### src/rtl/ierp_pkg.sv
/*
 * Shared constants for the indirect extended RAM port: bus offsets, widths,
 * reset values and access states.
 * Assumes a single synchronous clock domain and a byte-wide host bus.
 */
// Contract
// - 256 byte RAM, pointer spans 00h to FFh
// - Host loads pointer at 10h; device holds it
// - Offset 13h reads/writes RAM at pointer
// - Burst off: pointer unchanged by window accesses
// - Burst advance only while enable bit is one
// - Burst: increment on strobe rise, 13h only
// - Pointer wraps from FFh to 00h
package ierp_pkg;

	localparam int ADDR_W = 5;
	localparam int DATA_W = 8;
	localparam int PTR_W = 8;
	localparam int RAM_DEPTH = 256;

	localparam logic [ADDR_W-1:0] OFF_POINTER = 5'h10;
	localparam logic [ADDR_W-1:0] OFF_WINDOW = 5'h13;

	localparam logic [PTR_W-1:0] PTR_STEP = 8'h01;
	localparam logic [DATA_W-1:0] DOUT_RST = 8'h00;
	localparam logic [ADDR_W-1:0] ADDR_RST = 5'h00;

	typedef enum logic [1:0] {
		ST_IDLE,
		ST_READ,
		ST_WRITE
	} ierp_state_e;

endpackage : ierp_pkg

### src/rtl/ierp_ram_if.sv
/*
 * Carrier between the port controller and its backing RAM.
 * Assumes both ends run on the same clock and clock enable.
 */
`timescale 1ns/1ps
interface ierp_ram_if;
	logic wr_en;
	logic [ierp_pkg::PTR_W-1:0] wr_addr;
	logic [ierp_pkg::DATA_W-1:0] wr_data;
	logic [ierp_pkg::PTR_W-1:0] rd_addr;
	logic [ierp_pkg::DATA_W-1:0] rd_data;

	modport ctrl (
		output wr_en,
		output wr_addr,
		output wr_data,
		output rd_addr,
		input rd_data
	);

	modport mem (
		input wr_en,
		input wr_addr,
		input wr_data,
		input rd_addr,
		output rd_data
	);
endinterface : ierp_ram_if

### src/rtl/ierp_ram.sv
/*
 * 256 x 8 storage with one write port and a registered read port.
 * Assumes the owner holds clock enable low to freeze it; contents are never reset.
 */
`timescale 1ns/1ps
module ierp_ram (
	input wire logic clk,
	input wire logic clk_en,
	ierp_ram_if.mem ram
);

	logic [ierp_pkg::DATA_W-1:0] mem_r [ierp_pkg::RAM_DEPTH];
	logic [ierp_pkg::DATA_W-1:0] rd_data_r;

	// Battery-backed array: no reset, power-up contents undefined
	always_ff @(posedge clk) begin
		if (clk_en) begin
			if (ram.wr_en) begin
				mem_r[ram.wr_addr] <= ram.wr_data;
			end
			rd_data_r <= mem_r[ram.rd_addr];
		end
	end

	assign ram.rd_data = rd_data_r;

endmodule : ierp_ram

### src/rtl/ierp_top.sv
/*
 * Indirect extended RAM port: a pointer latch and a data window reached over
 * a byte-wide strobed bus, with optional burst auto-increment.
 * Assumes bus pins are synchronous to MCLK and stable for at least one cycle
 * per strobe phase; the burst enable bit comes from a control register
 * outside this block.
 * Pointer and array keep no reset value; only bus state and outputs reset.
 * Clock enable low freezes every register, the array included.
 */
`timescale 1ns/1ps
module ierp_top (
	input wire logic MCLK,
	input wire logic RST_N,
	input wire logic CLK_EN,
	input wire logic CS_N,
	input wire logic OE_N,
	input wire logic WE_N,
	input wire logic [ierp_pkg::ADDR_W-1:0] ADDR,
	input wire logic [ierp_pkg::DATA_W-1:0] DATA_IN,
	input wire logic BURST_INCREMENT_ENABLE,
	output logic [ierp_pkg::DATA_W-1:0] DATA_OUT,
	output logic DATA_OE,
	output logic ACCESS_BUSY
);

	// Carrier to the backing array
	ierp_ram_if ram_bus ();

	// Backing array, frozen with the rest by clock enable
	ierp_ram u_ram (
		.clk(MCLK),
		.clk_en(CLK_EN),
		.ram(ram_bus.mem)
	);

	// Bus decode; WE wins over OE when both are low
	wire chip_sel = ~CS_N;
	wire wr_req = chip_sel & ~WE_N;
	wire rd_req = chip_sel & ~OE_N & WE_N;

	// Offset match
	wire hit_ptr = (ADDR == ierp_pkg::OFF_POINTER);
	wire hit_win = (ADDR == ierp_pkg::OFF_WINDOW);
	wire hit_map = hit_ptr | hit_win;

	// Access tracking state
	ierp_pkg::ierp_state_e st_r;
	ierp_pkg::ierp_state_e st_nxt;

	// Running access: offset and write byte
	logic [ierp_pkg::ADDR_W-1:0] acc_addr_r;
	logic [ierp_pkg::ADDR_W-1:0] acc_addr_nxt;
	logic [ierp_pkg::DATA_W-1:0] wdata_r;
	logic [ierp_pkg::DATA_W-1:0] wdata_nxt;

	// Pointer latch
	logic [ierp_pkg::PTR_W-1:0] ptr_r;
	logic [ierp_pkg::PTR_W-1:0] ptr_nxt;

	// Read port and status
	logic [ierp_pkg::DATA_W-1:0] dout_r;
	logic [ierp_pkg::DATA_W-1:0] dout_nxt;
	logic doe_r;
	logic doe_nxt;
	logic busy_r;
	logic busy_nxt;

	// Access tracking: an access ends on the rising edge of its strobe or select
	always_comb begin
		st_nxt = st_r;
		case (st_r)
			ierp_pkg::ST_IDLE: begin
				if (wr_req) begin
					st_nxt = ierp_pkg::ST_WRITE;
				end else if (rd_req) begin
					st_nxt = ierp_pkg::ST_READ;
				end
			end
			ierp_pkg::ST_READ: begin
				// A write may take over a running read
				if (wr_req) begin
					st_nxt = ierp_pkg::ST_WRITE;
				end else if (!rd_req) begin
					st_nxt = ierp_pkg::ST_IDLE;
				end
			end
			ierp_pkg::ST_WRITE: begin
				// Only the write strobe or select ends a write
				if (!wr_req) begin
					st_nxt = ierp_pkg::ST_IDLE;
				end
			end
			default: begin
				// Unused encoding falls back to idle
				st_nxt = ierp_pkg::ST_IDLE;
			end
		endcase
	end

	wire in_read = (st_r == ierp_pkg::ST_READ);
	wire in_write = (st_r == ierp_pkg::ST_WRITE);
	wire start_acc = (st_r == ierp_pkg::ST_IDLE) & (rd_req | wr_req);

	// Strobe rise: the access that was running has just finished
	wire end_read = in_read & ~rd_req & ~wr_req;
	wire end_write = in_write & ~wr_req;
	wire end_acc = end_read | end_write;

	// Offset held for the running access
	wire acc_ptr = (acc_addr_r == ierp_pkg::OFF_POINTER);
	wire acc_win = (acc_addr_r == ierp_pkg::OFF_WINDOW);

	// Address of the running access is held from its first cycle
	assign acc_addr_nxt = (start_acc | (in_read & wr_req)) ? ADDR : acc_addr_r;

	// Write data follows the bus until the strobe rises
	assign wdata_nxt = wr_req ? DATA_IN : wdata_r;

	// Pointer load, burst advance and wrap
	wire load_ptr = end_write & acc_ptr;
	wire win_done = end_acc & acc_win;
	wire burst_on = BURST_INCREMENT_ENABLE;
	wire adv_ptr = win_done & burst_on;

	// Burst step wraps at the top of the array
	wire [ierp_pkg::PTR_W-1:0] ptr_inc = ptr_r + ierp_pkg::PTR_STEP;

	// A pointer load wins over a burst step
	always_comb begin
		ptr_nxt = ptr_r;
		if (load_ptr) begin
			ptr_nxt = wdata_r;
		end else if (adv_ptr) begin
			ptr_nxt = ptr_inc;
		end
	end

	// RAM write on strobe rise, at the pointer before any burst step
	assign ram_bus.wr_en = end_write & acc_win;
	assign ram_bus.wr_addr = ptr_r;
	assign ram_bus.wr_data = wdata_r;

	// Read port follows the pointer so the window byte is ready early
	assign ram_bus.rd_addr = ptr_r;

	// Read data path: pointer latch or window byte, driven only for mapped reads
	wire rd_of_ptr = rd_req & hit_ptr;
	wire rd_of_win = rd_req & hit_win;
	wire rd_mapped = rd_req & hit_map;

	// Unmapped reads and idle cycles keep the last byte on the outputs
	wire [ierp_pkg::DATA_W-1:0] ptr_or_hold = rd_of_ptr ? ptr_r : dout_r;

	assign dout_nxt = rd_of_win ? ram_bus.rd_data : ptr_or_hold;
	assign doe_nxt = rd_mapped;
	assign busy_nxt = (st_nxt != ierp_pkg::ST_IDLE);

	// Access state
	always_ff @(posedge MCLK or negedge RST_N) begin
		if (!RST_N) begin
			st_r <= ierp_pkg::ST_IDLE;
		end else if (CLK_EN) begin
			st_r <= st_nxt;
		end
	end

	// Offset of the running access
	always_ff @(posedge MCLK or negedge RST_N) begin
		if (!RST_N) begin
			acc_addr_r <= ierp_pkg::ADDR_RST;
		end else if (CLK_EN) begin
			acc_addr_r <= acc_addr_nxt;
		end
	end

	// Read data byte
	always_ff @(posedge MCLK or negedge RST_N) begin
		if (!RST_N) begin
			dout_r <= ierp_pkg::DOUT_RST;
		end else if (CLK_EN) begin
			dout_r <= dout_nxt;
		end
	end

	// Read drive enable
	always_ff @(posedge MCLK or negedge RST_N) begin
		if (!RST_N) begin
			doe_r <= 1'h0;
		end else if (CLK_EN) begin
			doe_r <= doe_nxt;
		end
	end

	// Busy status
	always_ff @(posedge MCLK or negedge RST_N) begin
		if (!RST_N) begin
			busy_r <= 1'h0;
		end else if (CLK_EN) begin
			busy_r <= busy_nxt;
		end
	end

	// Pointer latch: no reset, like the battery-backed array
	always_ff @(posedge MCLK) begin
		if (CLK_EN) begin
			ptr_r <= ptr_nxt;
		end
	end

	// Write holding byte
	always_ff @(posedge MCLK) begin
		if (CLK_EN) begin
			wdata_r <= wdata_nxt;
		end
	end

	// Outputs come straight from their flops
	assign DATA_OUT = dout_r;
	assign DATA_OE = doe_r;
	assign ACCESS_BUSY = busy_r;

endmodule : ierp_top

### config.mk
export PLATFORM = sky130hd
export DESIGN_NAME = ierp_top
export DESIGN_NICKNAME = d
export VERILOG_FILES = /design/src/rtl/ierp_pkg.sv /design/src/rtl/ierp_ram_if.sv /design/src/rtl/ierp_ram.sv /design/src/rtl/ierp_top.sv
export SDC_FILE = /design/constraint.sdc
export NUM_CORES = 2
export LEC_CHECK = 0
export BUFFER_PORTS_ARGS = -buffer_cell sky130_fd_sc_hd__clkbuf_2
export CORE_AREA = 2 2 558 560
export CTS_CLUSTER_DIAMETER = 200
export CTS_CLUSTER_SIZE = 20
export DETAILED_ROUTE_END_ITERATION = 10
export DIE_AREA = 0 0 560 562
export PLACE_DENSITY = 0.45
export SETUP_SLACK_MARGIN = 0.05
export SKIP_LAST_GASP = 1
export SLEW_MARGIN = 40
export SYNTH_ARGS = -nofsm -noshare
export SYNTH_HDL_FRONTEND = slang
export SYNTH_SLANG_ARGS = --single-unit
### constraint.sdc
create_clock -name MCLK -period 3.95 [get_ports MCLK]
set_input_delay 0.395 -clock MCLK [delete_from_list [all_inputs] [get_ports MCLK]]
set_output_delay 0.395 -clock MCLK [all_outputs]
set_load 0.005 [all_outputs]
== Yosys cells after proc, flatten, opt, wreduce, memory -nomap -nowiden ==
Memories as Yosys holds them, arrays and structs flattened. A register that Yosys moved wholly into a read port is not among the register bits.
Index checks and enable logic that the tools add are counted.

* Input port bits: 20
* Output and inout port bits: 10
* Register bits: 33
* Bits in writable memories: 2048
* Memories: 1

{| class="wikitable"
|+ Memory list
! memory !! words !! width !! rd ports !! clocked after memory_dff !! wr ports !! line !! RTL
|-
| u_ram.mem_r || 256 || 8 || 1 || 1 || 1 || ierp_ram.sv:12 || <nowiki>logic [ierp_pkg::DATA_W-1:0] mem_r [ierp_pkg::RAM_DEPTH];</nowiki>
|}

* $add $sub $neg: 1
* Bitwise logic cells: 24
* Reduce and logical (&&, ||, !) cells: 8
* Equality and inequality tests: 6
* Muxes and demuxes: 13

{| class="wikitable"
|+ Operators by type and width
! cell !! count
|-
| 2-to-1 mux 8 bit || 4
|-
| == test 5 bit, second input constant || 4
|-
| AND 1 bit || 15
|-
| 2-to-1 mux 2 bit || 5
|-
| adder 8 x 1 -> 8 bit, second input constant || 1
|-
| AND reduction 2 bit || 4
|-
| case mux 2 bit (3 select lines) || 1
|-
| nonzero test 2 bit || 3
|-
| NOT 1 bit || 5
|-
| bitwise OR 1 bit || 4
|-
| 2-to-1 mux 1 bit || 3
|-
| == test 2 x 1 -> 1 bit, second input constant || 1
|-
| == test 2 bit, second input constant || 1
|-
| logical NOT 2 bit || 1
|}

== Longest topological paths before layout ==
* Depth after elaboration: 11
* Depth in mapped cells: 9
* Mapped depth without buffers: 5

== Modules after synthesis ==
Synthesis repeated with hierarchy kept, for this count alone.

* Cell total of the unflattened synthesis: 3890
* Area total of the unflattened synthesis: 81471.9 µm²

{| class="wikitable"
|+ Modules (own cells, without submodules)
! module !! times used !! area an instance (µm²) !! seq. area each (µm²) !! cells each
|-
| ierp_ram || 1 || 79945.4 || 61739.2 || 3762
|-
| ierp_top || 1 || 1526.5 || 905.9 || 128
|}

== Least setup slack after synthesis ==
OpenSTA, ideal clock, no wires.

* Path type: register to register
* Start point: register wdata_r (netlist bit ram_bus.wr_data[0])
* End point: memory u_ram.mem_r[0][0] (netlist name), data pin
* Buffers on the path: 0
* Stages on the path, launching flop included: 1
* Setup slack: -0.114 ns
* Setup time: 0.821 ns
* Clock period less this slack: 4.064 ns
* Arrival: 3.243 ns
* Path through: edfxtp_1

{| class="wikitable"
|+ RTL lines
! item !! line !! RTL
|-
| from (decl) || ierp_top.sv:53 || <nowiki>logic [ierp_pkg::DATA_W-1:0] wdata_r;</nowiki>
|-
| from (signal assigned) || ierp_top.sv:213 || <nowiki>wdata_r <= wdata_nxt;</nowiki>
|-
| to (decl) || ierp_ram.sv:12 ||
|}

No word-level cell before the write port.

==> summary.txt <==
outcome -> finished clean
initial antenna violation count -> 11
final hold viol count -> 0
worst min-delay path category -> in -> async
worst slack at placement -> 0.279 ns
Post-synth top flop -> edfxtp_1
power per cell area -> 409 mW/mm^2
CTS Buf Count -> 114
# fillers -> 30000
worst slew pin tran -> 1.01 ns
crit path time final -> 3.79 ns
ANT nets after route -> 0
top cell type by total area after synthesis -> edfxtp_1
DIE AREA -> 0.315 mm^2
WP data required -> 4.51 ns
Synth cell types -> 37
Crit Path Class -> reg -> reg
CTS tree -> yes
Placed Area -> 0.0879 mm^2
RSZ-0062 raised after global routing -> false
VDD IR-drop max -> 346 uV
mux share of post-synthesis cell area -> 0.145
most frequent cell after synthesis -> edfxtp_1
CP Launch Type -> register
largest family of logic cells by synthesized area -> multiplexers
synth top area cells -> edfxtp_1 (78%), mux4_2 (14%), a22oi_1 (2.4%), nor2_1 (1.3%), a21oi_1 (0.85%)
number of synthesis warnings -> 0
WL/cell -> 26.5 um
Synth Area in Simple Gates -> 0.0186
layout cells sized above 1 -> 0.279
Rel. slew slack -> 0.318
Post-Synthesis Cells -> 3663
Crit. End Element -> register
largest net degree at the start of global routing -> 181
first-pass GRT wire length -> 305000 um
FF/Latch Area -> 0.0626 mm^2
grt total ovfl -> 0
synthesized cell area -> 0.0800 mm^2
Max Cap Viol -> 0
DP Wirelength -> 131000 um
# DRC -> 0
syn_nets -> 3687
vias in the first global route -> 39000
final non-filler cell area -> 0.0912 mm^2
flops & latches, synth -> 2089
Die Width -> 560 um
PortBufs -> 29
fin crit share -> 0.959
CTS Root Buffer Type -> clkbuf_16
worst setup margin -> 0.163 ns
peak fanout along the critical path -> 38
Async S/R FF share, synth -> 0.00814
area fraction of the dominant cell type after synthesis -> 0.778
placer congestion estimate -> 0.768
Clock Latency Late Sink -> 0.81 ns
I/O Pins -> 30
Vias/cell -> 4.66
Seq/Total Area, Yosys -> 0.783
area grow syn2layout -> 14.0%
Synth Area per Inst -> 21.8 um^2
Slew Viols, Final -> 0
fmax -> 0.264 GHz
maximum clock insertion buffer count -> 3
Initial Util -> 0.259
synth cell count leaders -> edfxtp_1 (2072), mux4_2 (512), nor2_1 (279)
Post-Synth XOR/XNOR Area -> 0.000766
CTS Sinks -> 2089
Adder-Cell Fraction of Synth Area -> 0.000626
final WL -> 215000 um
DR pass1 iterations -> 5
GRT Overall Usage -> 0.134
clk slew on worst S/H paths -> 0.10 ns
Setup TNS -> 0 ns
# nets final -> 4001
vias -> 37800
Multi-input gate area -> 0.0164 mm^2
Fin Clk Skew -> 0.0442 ns
# rows -> 204
Leak Pwr -> 27.2 nW
Post-synth EDFFs -> 2072
final count of negative-setup-slack endpoints -> 0
postcts setup bufs -> 0
core area -> 0.308 mm^2
CTS H-Tree Depth -> 3
Detailed Route Iter0 Violations -> 3700
WP data arrival -> 4.35 ns
die height -> 562 um
compound-gate portion of the synthesized area -> 0.0375
==> metal layers <==
layer,global-route usage,vias up,share of wire
met1,0.189,20700,0.45
met5,0,-,0.00032
li1,-,16000,-
met4,0.0316,10,0.023
met2,0.213,915,0.47
met3,0.0270,221,0.057
==> cell type report <==
class	instances	share of cell area
flip-flops and latches	2089	0.687
inverters	4	0.000165
well taps	4120	0.0565
clock inverters	8	0.000933
clock buffers	138	0.0323
repair buffers	431	0.0431
multi-input cells	1337	0.180
diodes	2	0.0000549
==> cell families (layout without fill, tap and decap cells) <==
kind of cell             after synthesis  count (layout)
AO/OA/AOI/OAI                        445             445
XOR/XNOR                               7               7
adder cells (fa/ha/maj)                4               4
buffers and inverters                237             581
flip-flops                          2089            2089
multiplexers                         520             520
other                                  0               2
AND/OR/NAND/NOR                      361             361
==> sequential cells by signal, summed over array words and instances, names as in the netlist <==
name	count
ACCESS_BUSY	1
DATA_OE	1
DATA_OUT	8
acc_addr_r	5
ptr_r	8
ram_bus.wr_data	8
st_r	2
u_ram.mem_r	2048
u_ram.ram.rd_data	8
==> placed cells by master, fill, tap and decap left out, types with 3 or more instances in the layout <==
master / netlist / final
o21ai_0: 13 / 13
buf_12: 0 / 50
a21oi_1: 136 / 136
edfxtp_1: 2072 / 2072
xor2_1: 4 / 4
clkbuf_1: 122 / 24
o22ai_1: 6 / 6
inv_6: 0 / 6
ha_1: 4 / 4
clkbuf_16: 0 / 114
o41ai_2: 0 / 8
dfrtp_1: 17 / 17
clkbuf_2: 0 / 29
buf_4: 22 / 328
nand3_1: 7 / 6
a22oi_1: 256 / 256
nor2_2: 0 / 24
inv_1: 4 / 4
nand4_1: 10 / 10
nor2_1: 279 / 254
mux2_2: 8 / 8
nand2_1: 38 / 25
o41ai_1: 32 / 24
mux4_2: 512 / 512
dlygate4sd3_1: 0 / 16
nand2_2: 4 / 17
xnor2_1: 3 / 3
nand3b_1: 3 / 3
buf_16: 0 / 5
==> worst max-delay path: stages (launching register included) <==
cell      delay [ns]
edfxtp_1        0.54
buf_12          0.26
buf_12          0.28
buf_12          0.25
mux4_2          0.34
a22oi_1         0.38
a21oi_1         0.13
o41ai_1         0.90
buf_4           0.29
nand4_1         0.09
==> metrics by stage <==
| step | power [mW] | std cells | util | hold WS [ns] |
|---|---|---|---|---|
| detailed placement | 25.5 | 7961 | 0.285 | 0.358 |
| global route | 38.5 | 8128 | 0.296 | 0.0488 |
| CTS | 37.7 | 8123 | 0.295 | 0.00381 |
| global placement | 25.5 | 7956 | 0.284 | 0.356 |
| floorplan | 25.2 | 3663 | - | 0.0994 |
| finish | 37.3 | 8129 | 0.296 | 0.0591 |
==> worst paths after layout <==
path	cells past startpoint	start	endpoint	slack [ns]
worst max register to register	9	ptr_r[1]	u_ram.ram.rd_data[0]	0.16
worst max-delay path	9	ptr_r[1]	u_ram.ram.rd_data[0]	0.16
min in group MCLK	5	WE_N	ACCESS_BUSY	0.10
worst min register to register	2	DATA_OUT[7]	DATA_OUT[7]	0.49
max in group asynchronous	2	RST_N	acc_addr_r[4]	3.59
worst min-delay path	2	RST_N	DATA_OE	0.06
==> where the power goes <==
| part | internal [mW] | total (mW) | switching, mW |
|---|---|---|---|
| clock | 5.24 | 12.3 | 7.05 |
| sequential | 24.3 | 24.3 | 0.0314 |
| combinational | 0.175 | 0.663 | 0.488 |
| total | 29.7 | 37.3 | 7.57 |
==> repair_timing <==
action                                  CTS  global route
endpoints found under the setup margin    0             0
endpoints found under the hold margin    32             0
gates resized for setup                   0             0
hold buffers                             16             0
No activity file was read; power rests on OpenSTA's default activity.
